**src/logic/loop_mode_regs.svh**
```systemverilog
// Purpose: register offsets, field positions, reset values and counts of the loop mode control
// Assumes: 32-bit APB, byte addresses
// Notes: definitions only
`ifndef LOOP_MODE_REGS_SVH
`define LOOP_MODE_REGS_SVH
`define OFS_CTRL 8'h00
`define OFS_FSTEP 8'h04
`define OFS_FSTEP_CMD 8'h08
`define OFS_STATUS 8'h0C
`define OFS_ANALOG_WORD 8'h10
`define OFS_REF_FB_WORD 8'h14
`define OFS_OSC_FB_WORD 8'h18
`define CTRL_MODE_LSB 0
`define CTRL_FSTEP_EN_BIT 2
`define CMD_UP_BIT 0
`define CMD_DN_BIT 1
`define RST_MODE 2'h0
`define RST_FSTEP 32'h0000_0000
`define ANALOG_NOMINAL 32'h0000_0000
`define LOCK_ERR_MAX 16'h0040
`define LOCK_CYCLES 7'h40
`define PROP_SHIFT 4
`endif

```
**src/logic/loop_mode_pkg.sv**
```systemverilog
// Purpose: types of the loop mode control
// Assumes: one PLL channel
// Notes: offsets live in loop_mode_regs.svh
`default_nettype none
package loop_mode_pkg;
  typedef enum logic [1:0] {
    MODE_ANALOG = 2'h0,
    MODE_REF = 2'h1,
    MODE_OSC = 2'h2,
    MODE_THREE = 2'h3
  } loop_mode_t;
  // gray along init, free-run, acquire, locked, holdover
  typedef enum logic [2:0] {
    ST_INIT = 3'h0,
    ST_FREE = 3'h1,
    ST_ACQ = 3'h3,
    ST_LOCK = 3'h2,
    ST_HOLD = 3'h6
  } loop_state_t;
  typedef struct packed {
    logic [31:0] analog;
    logic [31:0] ref_fb;
    logic [31:0] osc_fb;
  } sdm_words_t;
endpackage
`default_nettype wire

```
**src/logic/pll_channel_loop_mode_control.sv**
```systemverilog
// Purpose: sequences one PLL channel through its loop modes and drives the modulator words
// Assumes: phase error words come from on-clock detectors; status pins are asynchronous
// Notes: APB slave, one wait state on every access
`timescale 1ns/1ps
`default_nettype none
`include "loop_mode_regs.svh"
// Contract
// RL1: reference mode bypasses the oscillator loop
// RL2: free-run on crystal before any digital lock
// RL3: reference loop acquires only with valid reference
// RL4: reference filter output steers analog modulator
// RL5: frequency step moves reference feedback modulator
// RL6: software keeps reference bandwidth under limits
// RL7: all references lost gives analog-only holdover
// RL8: oscillator mode bypasses the reference loop
// RL9: oscillator loop acquires once oscillator detected
// RL10: oscillator filter output steers analog modulator
// RL11: frequency step moves oscillator feedback modulator
// RL12: software keeps oscillator bandwidth under limits
// RL13: oscillator lost falls back to analog-only
// RL14: three-loop reference loss holds on oscillator loop
// RL15: mode setting selects loops and bypass routing
module pll_channel_loop_mode_control
  import loop_mode_pkg::*;
(
  // clock, reset, enable
  input wire logic clk_sys,
  input wire logic reset_n,
  input wire logic ce,
  // apb slave
  input wire logic psel,
  input wire logic penable,
  input wire logic pwrite,
  input wire logic [7:0] paddr,
  input wire logic [31:0] pwdata,
  output logic [31:0] prdata,
  output logic pready,
  output logic pslverr,
  // source status pins
  input wire logic ref_valid_pin,
  input wire logic osc_detect_pin,
  input wire logic analog_lock_pin,
  // phase detector words
  input wire logic [15:0] ref_phase_err,
  input wire logic [15:0] osc_phase_err,
  // modulator words, routing and loop status
  output sdm_words_t sdm_words,
  output logic ref_bypass,
  output logic osc_bypass,
  output logic holdover,
  output logic loop_locked,
  output logic [2:0] loop_state
);
  logic [2:0] sync1_q;
  logic [2:0] sync2_q;
  logic ref_ok;
  logic osc_ok;
  logic analog_ok;
  // pins are asynchronous: only sync2_q is read by logic
  always_ff @(posedge clk_sys)
  begin
    if (!reset_n)
    begin
      sync1_q <= 3'h0;
      sync2_q <= 3'h0;
    end
    else if (ce)
    begin
      sync1_q <= {analog_lock_pin, osc_detect_pin, ref_valid_pin};
      sync2_q <= sync1_q;
    end
  end
  assign ref_ok = sync2_q[0];
  assign osc_ok = sync2_q[1];
  assign analog_ok = sync2_q[2];

  // register bus
  logic [31:0] prdata_q, prdata_d;
  logic pready_q, pready_d;
  logic pslverr_q, pslverr_d;
  loop_mode_t mode_q, mode_d;
  logic fstep_en_q, fstep_en_d;
  logic [31:0] fstep_q, fstep_d;
  logic step_up_q, step_up_d;
  logic step_dn_q, step_dn_d;
  logic mode_wr;
  logic wr_take;
  logic hit;
  loop_state_t state_q, state_d;
  sdm_words_t sdm_q, sdm_d;
  logic ref_bypass_q, ref_bypass_d;
  logic osc_bypass_q, osc_bypass_d;
  logic [31:0] status_word;

  assign status_word = {23'h0, state_q == ST_HOLD, osc_bypass_q, ref_bypass_q,
                        analog_ok, osc_ok, ref_ok, state_q};
  assign wr_take = psel && penable && pready_q && pwrite;
  always_comb
  begin
    hit = 1'b1;
    prdata_d = 32'h0;
    case (paddr)
      `OFS_CTRL: prdata_d = {29'h0, fstep_en_q, mode_q};
      `OFS_FSTEP: prdata_d = fstep_q;
      `OFS_FSTEP_CMD: prdata_d = 32'h0;
      `OFS_STATUS: prdata_d = status_word;
      `OFS_ANALOG_WORD: prdata_d = sdm_q.analog;
      `OFS_REF_FB_WORD: prdata_d = sdm_q.ref_fb;
      `OFS_OSC_FB_WORD: prdata_d = sdm_q.osc_fb;
      default: hit = 1'b0;
    endcase
    // data and error are set in the first access cycle, shown with pready
    if (!(psel && penable && !pready_q))
      prdata_d = prdata_q;
    pready_d = psel && penable && !pready_q;
    pslverr_d = pready_d ? !hit : 1'b0;
    mode_d = mode_q;
    fstep_en_d = fstep_en_q;
    fstep_d = fstep_q;
    step_up_d = 1'b0;
    step_dn_d = 1'b0;
    mode_wr = 1'b0;
    if (wr_take && paddr == `OFS_CTRL)
    begin
      mode_d = loop_mode_t'(pwdata[`CTRL_MODE_LSB +: 2]); // RL15
      fstep_en_d = pwdata[`CTRL_FSTEP_EN_BIT];
      mode_wr = 1'b1;
    end
    if (wr_take && paddr == `OFS_FSTEP)
      fstep_d = pwdata;
    if (wr_take && paddr == `OFS_FSTEP_CMD)
    begin
      step_up_d = pwdata[`CMD_UP_BIT] && !pwdata[`CMD_DN_BIT];
      step_dn_d = pwdata[`CMD_DN_BIT] && !pwdata[`CMD_UP_BIT];
    end
  end
  always_ff @(posedge clk_sys)
  begin
    if (!reset_n)
    begin
      prdata_q <= 32'h0;
      pready_q <= 1'b0;
      pslverr_q <= 1'b0;
      mode_q <= loop_mode_t'(`RST_MODE);
      fstep_en_q <= 1'b0;
      fstep_q <= `RST_FSTEP;
      step_up_q <= 1'b0;
      step_dn_q <= 1'b0;
    end
    else if (ce)
    begin
      prdata_q <= prdata_d;
      pready_q <= pready_d;
      pslverr_q <= pslverr_d;
      mode_q <= mode_d;
      fstep_en_q <= fstep_en_d;
      fstep_q <= fstep_d;
      step_up_q <= step_up_d;
      step_dn_q <= step_dn_d;
    end
  end

  // loop filters: index 0 reference loop, index 1 oscillator loop
  logic [1:0] run;
  logic [1:0] settled;
  logic [15:0] err [2];
  logic [31:0] filt_out [2];
  assign err[0] = ref_phase_err;
  assign err[1] = osc_phase_err;
  genvar gi;
  generate
    for (gi = 0; gi < 2; gi++)
    begin : g_filter
      logic [31:0] integ_q, integ_d;
      logic [6:0] cnt_q, cnt_d;
      logic [31:0] err_ext;
      logic [15:0] err_mag;
      assign err_ext = {{16{err[gi][15]}}, err[gi]};
      assign err_mag = err[gi][15] ? 16'(-err[gi]) : err[gi];
      // proportional plus integral path on the detector word
      assign filt_out[gi] = integ_q + 32'(err_ext <<< `PROP_SHIFT); // RL4 RL10
      assign settled[gi] = cnt_q == `LOCK_CYCLES;
      always_comb
      begin
        integ_d = integ_q;
        cnt_d = cnt_q;
        if (run[gi])
        begin
          integ_d = integ_q + err_ext;
          if (err_mag >= `LOCK_ERR_MAX)
            cnt_d = 7'h0;
          else if (!settled[gi])
            cnt_d = cnt_q + 7'h1;
        end
        else
          cnt_d = 7'h0;
      end
      always_ff @(posedge clk_sys)
      begin
        if (!reset_n)
        begin
          integ_q <= 32'h0;
          cnt_q <= 7'h0;
        end
        else if (ce)
        begin
          integ_q <= integ_d;
          cnt_q <= cnt_d;
        end
      end
    end
  endgenerate

  // sequencer
  logic acq_or_lock;
  logic src_ok;
  assign acq_or_lock = state_q == ST_ACQ || state_q == ST_LOCK;
  // source that the outermost running loop follows
  assign src_ok = (mode_q == MODE_OSC) ? osc_ok : ref_ok;
  // three-loop runs the oscillator loop from free-run on, holdover keeps it going
  assign run[0] = acq_or_lock && (mode_q == MODE_REF || mode_q == MODE_THREE); // RL3
  assign run[1] = osc_ok && state_q != ST_INIT &&
                  ((mode_q == MODE_OSC && acq_or_lock) || mode_q == MODE_THREE); // RL9
  always_comb
  begin
    state_d = state_q;
    case (state_q)
      ST_INIT:
        if (analog_ok)
          state_d = ST_FREE; // RL2
      ST_FREE:
        if (mode_q != MODE_ANALOG && src_ok)
          state_d = ST_ACQ; // RL3 RL9
      ST_ACQ, ST_LOCK:
        if (!src_ok)
          state_d = (mode_q == MODE_OSC) ? ST_FREE : ST_HOLD; // RL7 RL13 RL14
        else if (state_q == ST_ACQ && settled[mode_q == MODE_OSC])
          state_d = ST_LOCK;
      ST_HOLD:
        if (ref_ok)
          state_d = ST_ACQ;
      default: state_d = ST_INIT;
    endcase
    // a new mode restarts from free-run; it does not drop the analog lock
    if (mode_wr && state_q != ST_INIT)
      state_d = ST_FREE;
    if (mode_q == MODE_ANALOG && state_q != ST_INIT)
      state_d = ST_FREE;
  end

  logic step_sel;
  logic [31:0] step_delta;
  assign step_sel = mode_q == MODE_OSC;
  assign step_delta = step_up_q ? fstep_q : 32'(-fstep_q);
  always_comb
  begin
    sdm_d = sdm_q;
    // steps only count while stepping is enabled on the loop that is in use
    if (fstep_en_q && (step_up_q || step_dn_q) && mode_q != MODE_ANALOG)
    begin
      if (step_sel)
        sdm_d.osc_fb = sdm_q.osc_fb + step_delta; // RL11
      else
        sdm_d.ref_fb = sdm_q.ref_fb + step_delta; // RL5
    end
    // three-loop: the reference filter pulls the oscillator feedback modulator
    if (mode_q == MODE_THREE && run[0])
      sdm_d.osc_fb = filt_out[0];
    case (mode_q)
      MODE_REF:
        if (run[0])
          sdm_d.analog = filt_out[0]; // RL1 RL4
        else if (state_q != ST_HOLD)
          sdm_d.analog = `ANALOG_NOMINAL; // RL7
      MODE_OSC, MODE_THREE:
        if (run[1])
          sdm_d.analog = filt_out[1]; // RL8 RL10 RL14
        else
          sdm_d.analog = `ANALOG_NOMINAL; // RL13
      default: sdm_d.analog = `ANALOG_NOMINAL; // RL15
    endcase
    ref_bypass_d = mode_q == MODE_OSC || mode_q == MODE_ANALOG || state_q == ST_HOLD; // RL8
    osc_bypass_d = mode_q == MODE_REF || mode_q == MODE_ANALOG || !run[1]; // RL1 RL13
  end
  always_ff @(posedge clk_sys)
  begin
    if (!reset_n)
    begin
      state_q <= ST_INIT;
      sdm_q <= '{analog: `ANALOG_NOMINAL, ref_fb: 32'h0, osc_fb: 32'h0};
      ref_bypass_q <= 1'b1;
      osc_bypass_q <= 1'b1;
    end
    else if (ce)
    begin
      state_q <= state_d;
      sdm_q <= sdm_d;
      ref_bypass_q <= ref_bypass_d;
      osc_bypass_q <= osc_bypass_d;
    end
  end

  assign prdata = prdata_q;
  assign pready = pready_q;
  assign pslverr = pslverr_q;
  assign sdm_words = sdm_q;
  assign ref_bypass = ref_bypass_q;
  assign osc_bypass = osc_bypass_q;
  assign holdover = state_q == ST_HOLD;
  assign loop_locked = state_q == ST_LOCK;
  assign loop_state = state_q;
endmodule // pll_channel_loop_mode_control
`default_nettype wire

```
**config.mk**
```make
export PLATFORM = sky130hd
export DESIGN_NAME = pll_channel_loop_mode_control
export DESIGN_NICKNAME = d
export VERILOG_FILES = /design/src/logic/loop_mode_pkg.sv /design/src/logic/pll_channel_loop_mode_control.sv
export VERILOG_INCLUDE_DIRS = /design/src /design/src/logic
export SDC_FILE = /design/constraint.sdc
export NUM_CORES = 1
export LEC_CHECK = 0
export BUFFER_PORTS_ARGS = -buffer_cell sky130_fd_sc_hd__buf_4
export CAP_MARGIN = 20
export CORE_MARGIN = 5
export CORE_UTILIZATION = 50
export DETAILED_ROUTE_END_ITERATION = 12
export PLACE_DENSITY = 0.73
export SLEW_MARGIN = 20
export SYNTH_ARGS = -nofsm -noshare
export SYNTH_HDL_FRONTEND = slang
export SYNTH_SLANG_ARGS = --single-unit
```
**constraint.sdc**
```tcl
create_clock -name clk_sys -period 4.9 [get_ports clk_sys]
set_input_delay 1.225 -clock clk_sys [delete_from_list [all_inputs] [get_ports clk_sys]]
set_output_delay 1.225 -clock clk_sys [all_outputs]
set_load 0.01 [all_outputs]
```
==> reports/results.ini <==
[global_routing]
overflow=0
grt_pass1_wl_mm=115.3
grt_max_degree=57
antenna_found_initial=1
grt_pass1_vias=20080
grt_usage_pct=32.27

[place]
hpwl_mm=57.18
port_buffers=217
dp_worst_setup_slack_ns=0.3893
routabilityCongestion=1.009

[sta]
period_share_pct=91.34
slew_headroom_pct=32.26
hold_viol=0
worst_pin_slew_ns=1.014
drv_slew=0
fin_worst_skew_ns=0.01866
fin_ws_ns=0.4241
rsz0062_at_grt=false
finalSetupTns_ns=0
min_period_ns=4.476
fmax_mhz=223.4
holdWs_ns=0.4583
finalSetupViolations=0

[clocking]
cts-htree-levels=1
cts_buffers=31
cts_tree=done
clockBufferDepth=3
root_buffer=clkbuf_16
clock_latency_ns=0.59
clk_pin_slew_ns=0.06
cts_sinks=256
cts_setup_buffers=0

[final_layout]
postLayoutCoreUtil_pct=58.34
nFillCells=3726
multi_input_area_sq_mm=0.01397
seqCellArea_sq_mm=0.005125
final_cell_mix=nand2_1 (343), a21oi_1 (302), buf_4 (266)
final_common_cell=nand2_1
nNetsFinal=3061
area_growth_pct=16.17
drive_above_1_share_pct=12.77

[pwr]
clock_power_share_pct=47.9
sw_frac_of_total_pct=26.40
vdd_drop_max_v=0.0001790
power_frac_seq_pct=42.7
power_density_mw_per_mm2=217.6
power.total_uw=5020
comb_power_share_pct=9.4
p_int_uw=3695
p_sw_uw=1326
leakagePower_uw=0.009817

[logic_synthesis]
synth_ff_type=dfxtp_1
seq_area_frac_synth_pct=25.80
yosysTopAreaCell=dfxtp_1
synth_area_leaders=dfxtp_1 (26%), ha_1 (10%), a21oi_1 (7.6%)
synth_edf_count=0
syn_avg_cell_area_sq_um=7.470
yosysWarnings=0
synthCells=2659
syn_nets=2909
yosysUniqueCellTypes=81
yosys.area.top_type_share_pct=25.80
async_reset_ff_share_pct=0
netlist_area_sq_mm=0.01986
yosys_register_bits=256

[critical_path]
path_class=flip-flop to flip-flop
rrSetupSlack_ns=0.42
cp-start-kind=flip-flop
endpoint_kind=flip-flop
crit_arrival_ns=4.98
crit_fanout=8
worstPathRequired_ns=5.41

[job]
cap_violations=0

[drt]
num_vias=21470
drtAntennaViolNets=0
routed_wl_mm=74.88
avgRoutedWirePerCell_microns=22.28
drt_iter0_drc=2379
via_per_inst=6.387
drc=0
dr.pass1.iters=9

[run_status]
status=finished clean

[floorplanning]
dieArea_sq_mm=0.04381
core_sq_mm=0.03955
initial_utilization_pct=50.22
die_h_microns=209.3
rows=73
fp.dieW_microns=209.3
io_pins=218

[worst_hold_path]
hold_class=flip-flop to flip-flop

==> cell usage after synthesis (12+ instances only) <==
cell	count
a211oi_1	33
a21o_1	61
a21oi_1	302
a221oi_1	37
a22oi_1	59
a31oi_1	50
and2_1	12
and3_1	26
clkbuf_1	132
dfxtp_1	256
ha_1	163
inv_1	66
mux2i_1	22
nand2_1	343
nand2b_1	23
nand3_1	84
nand4_1	22
nor2_1	197
nor2b_1	23
nor3_1	59
nor4_1	19
o211ai_1	13
o21a_1	25
o21ai_0	206
o21bai_1	22
or3_1	26
xnor2_1	89
xor2_1	75
==> path summary, 6_finish.rpt <==
kind                                   to                     from  cells past startpoint
setup / recovery            sdm_words[28]               fstep_q[5]                     15
hold / removal    g_filter[1].integ_q[23]  g_filter[1].integ_q[23]                      2
setup reg to reg            sdm_words[28]               fstep_q[5]                     15
hold reg to reg   g_filter[1].integ_q[23]  g_filter[1].integ_q[23]                      2
==> power by group through the flow <==
stage	clock network, uW	logic [uW]	registers [uW]
4_1_cts	2440	464	2140
3_3_place_gp	0	456	2190
3_5_place_dp	0	462	2190
5_1_grt	2520	509	2140
2_1_floorplan	0	245	2180
6_report	2410	473	2140
==> flip-flops by register name (all words and copies together), names as in the netlist <==
name,flops
sdm_words,96
g_filter.integ_q,64
fstep_q,32
prdata,32
g_filter.cnt_q,14
loop_state,3
sync1_q,3
sync2_q,3
mode_q,2
fstep_en_q,1
osc_bypass,1
pready,1
pslverr,1
ref_bypass,1
step_dn_q,1
step_up_q,1
==> repair_timing <==
action                     in CTS  in global routing
gates resized for setup         0                  1
setup endpoints to repair       0                  2
hold buffers                    0                  0
==> cell type report <==
cell class / instances / share of cell area [%]
inverters: 67 / 1.101
diodes: 1 / 0.01085
multi-input cells: 2188 / 60.54
repair buffers: 267 / 8.741
clock inverters: 17 / 0.7809
flip-flops and latches: 256 / 22.21
well taps: 525 / 2.847
clock buffers: 40 / 3.769
==> routing by layer <==
metal  share of wire (%)  up-vias  routed length (microns)  track usage, %
met1                  42    10160                    31660           43.98
met3                 9.4      173                     7062           5.605
met5               0.017        -                       13               0
li1                    -    10100                        -               -
met4                 4.6        2                     3439           13.68
met2                  44     1029                    32710           50.56
==> metrics by stage <==
step	instance area (sq um)	instances
floorplan	19860	2659
global placement	22020	3303
detailed placement	22020	3303
CTS	23070	3360
global route	23070	3360
finish	23070	3361
==> kinds of logic after synthesis <==
group           after synthesis  share of synthesized area (%)
mux                          25                          1.279
simple gates                897                          21.08
buf+inv                     215                          4.133
flops                       256                          25.80
fa+ha+maj                   169                          10.87
xor+xnor                    164                          7.232
compound gates              933                          29.60
==> critical path, stage by stage, from the launching register on <==
cell and delay [ns]:
dfxtp_1 0.37, or4_1 0.65, nor4bb_1 0.33, buf_4 0.22
a21oi_1 0.09, xor2_1 0.23, ha_1 0.36, a211o_1 0.32
a21oi_1 0.15, o2111a_1 0.23, a21boi_0 0.15, a41o_1 0.33
a211oi_1 0.46, a311o_1 0.24, o221ai_1 0.10, a21oi_1 0.17
Note: power is estimated with default switching activity, not from simulation.
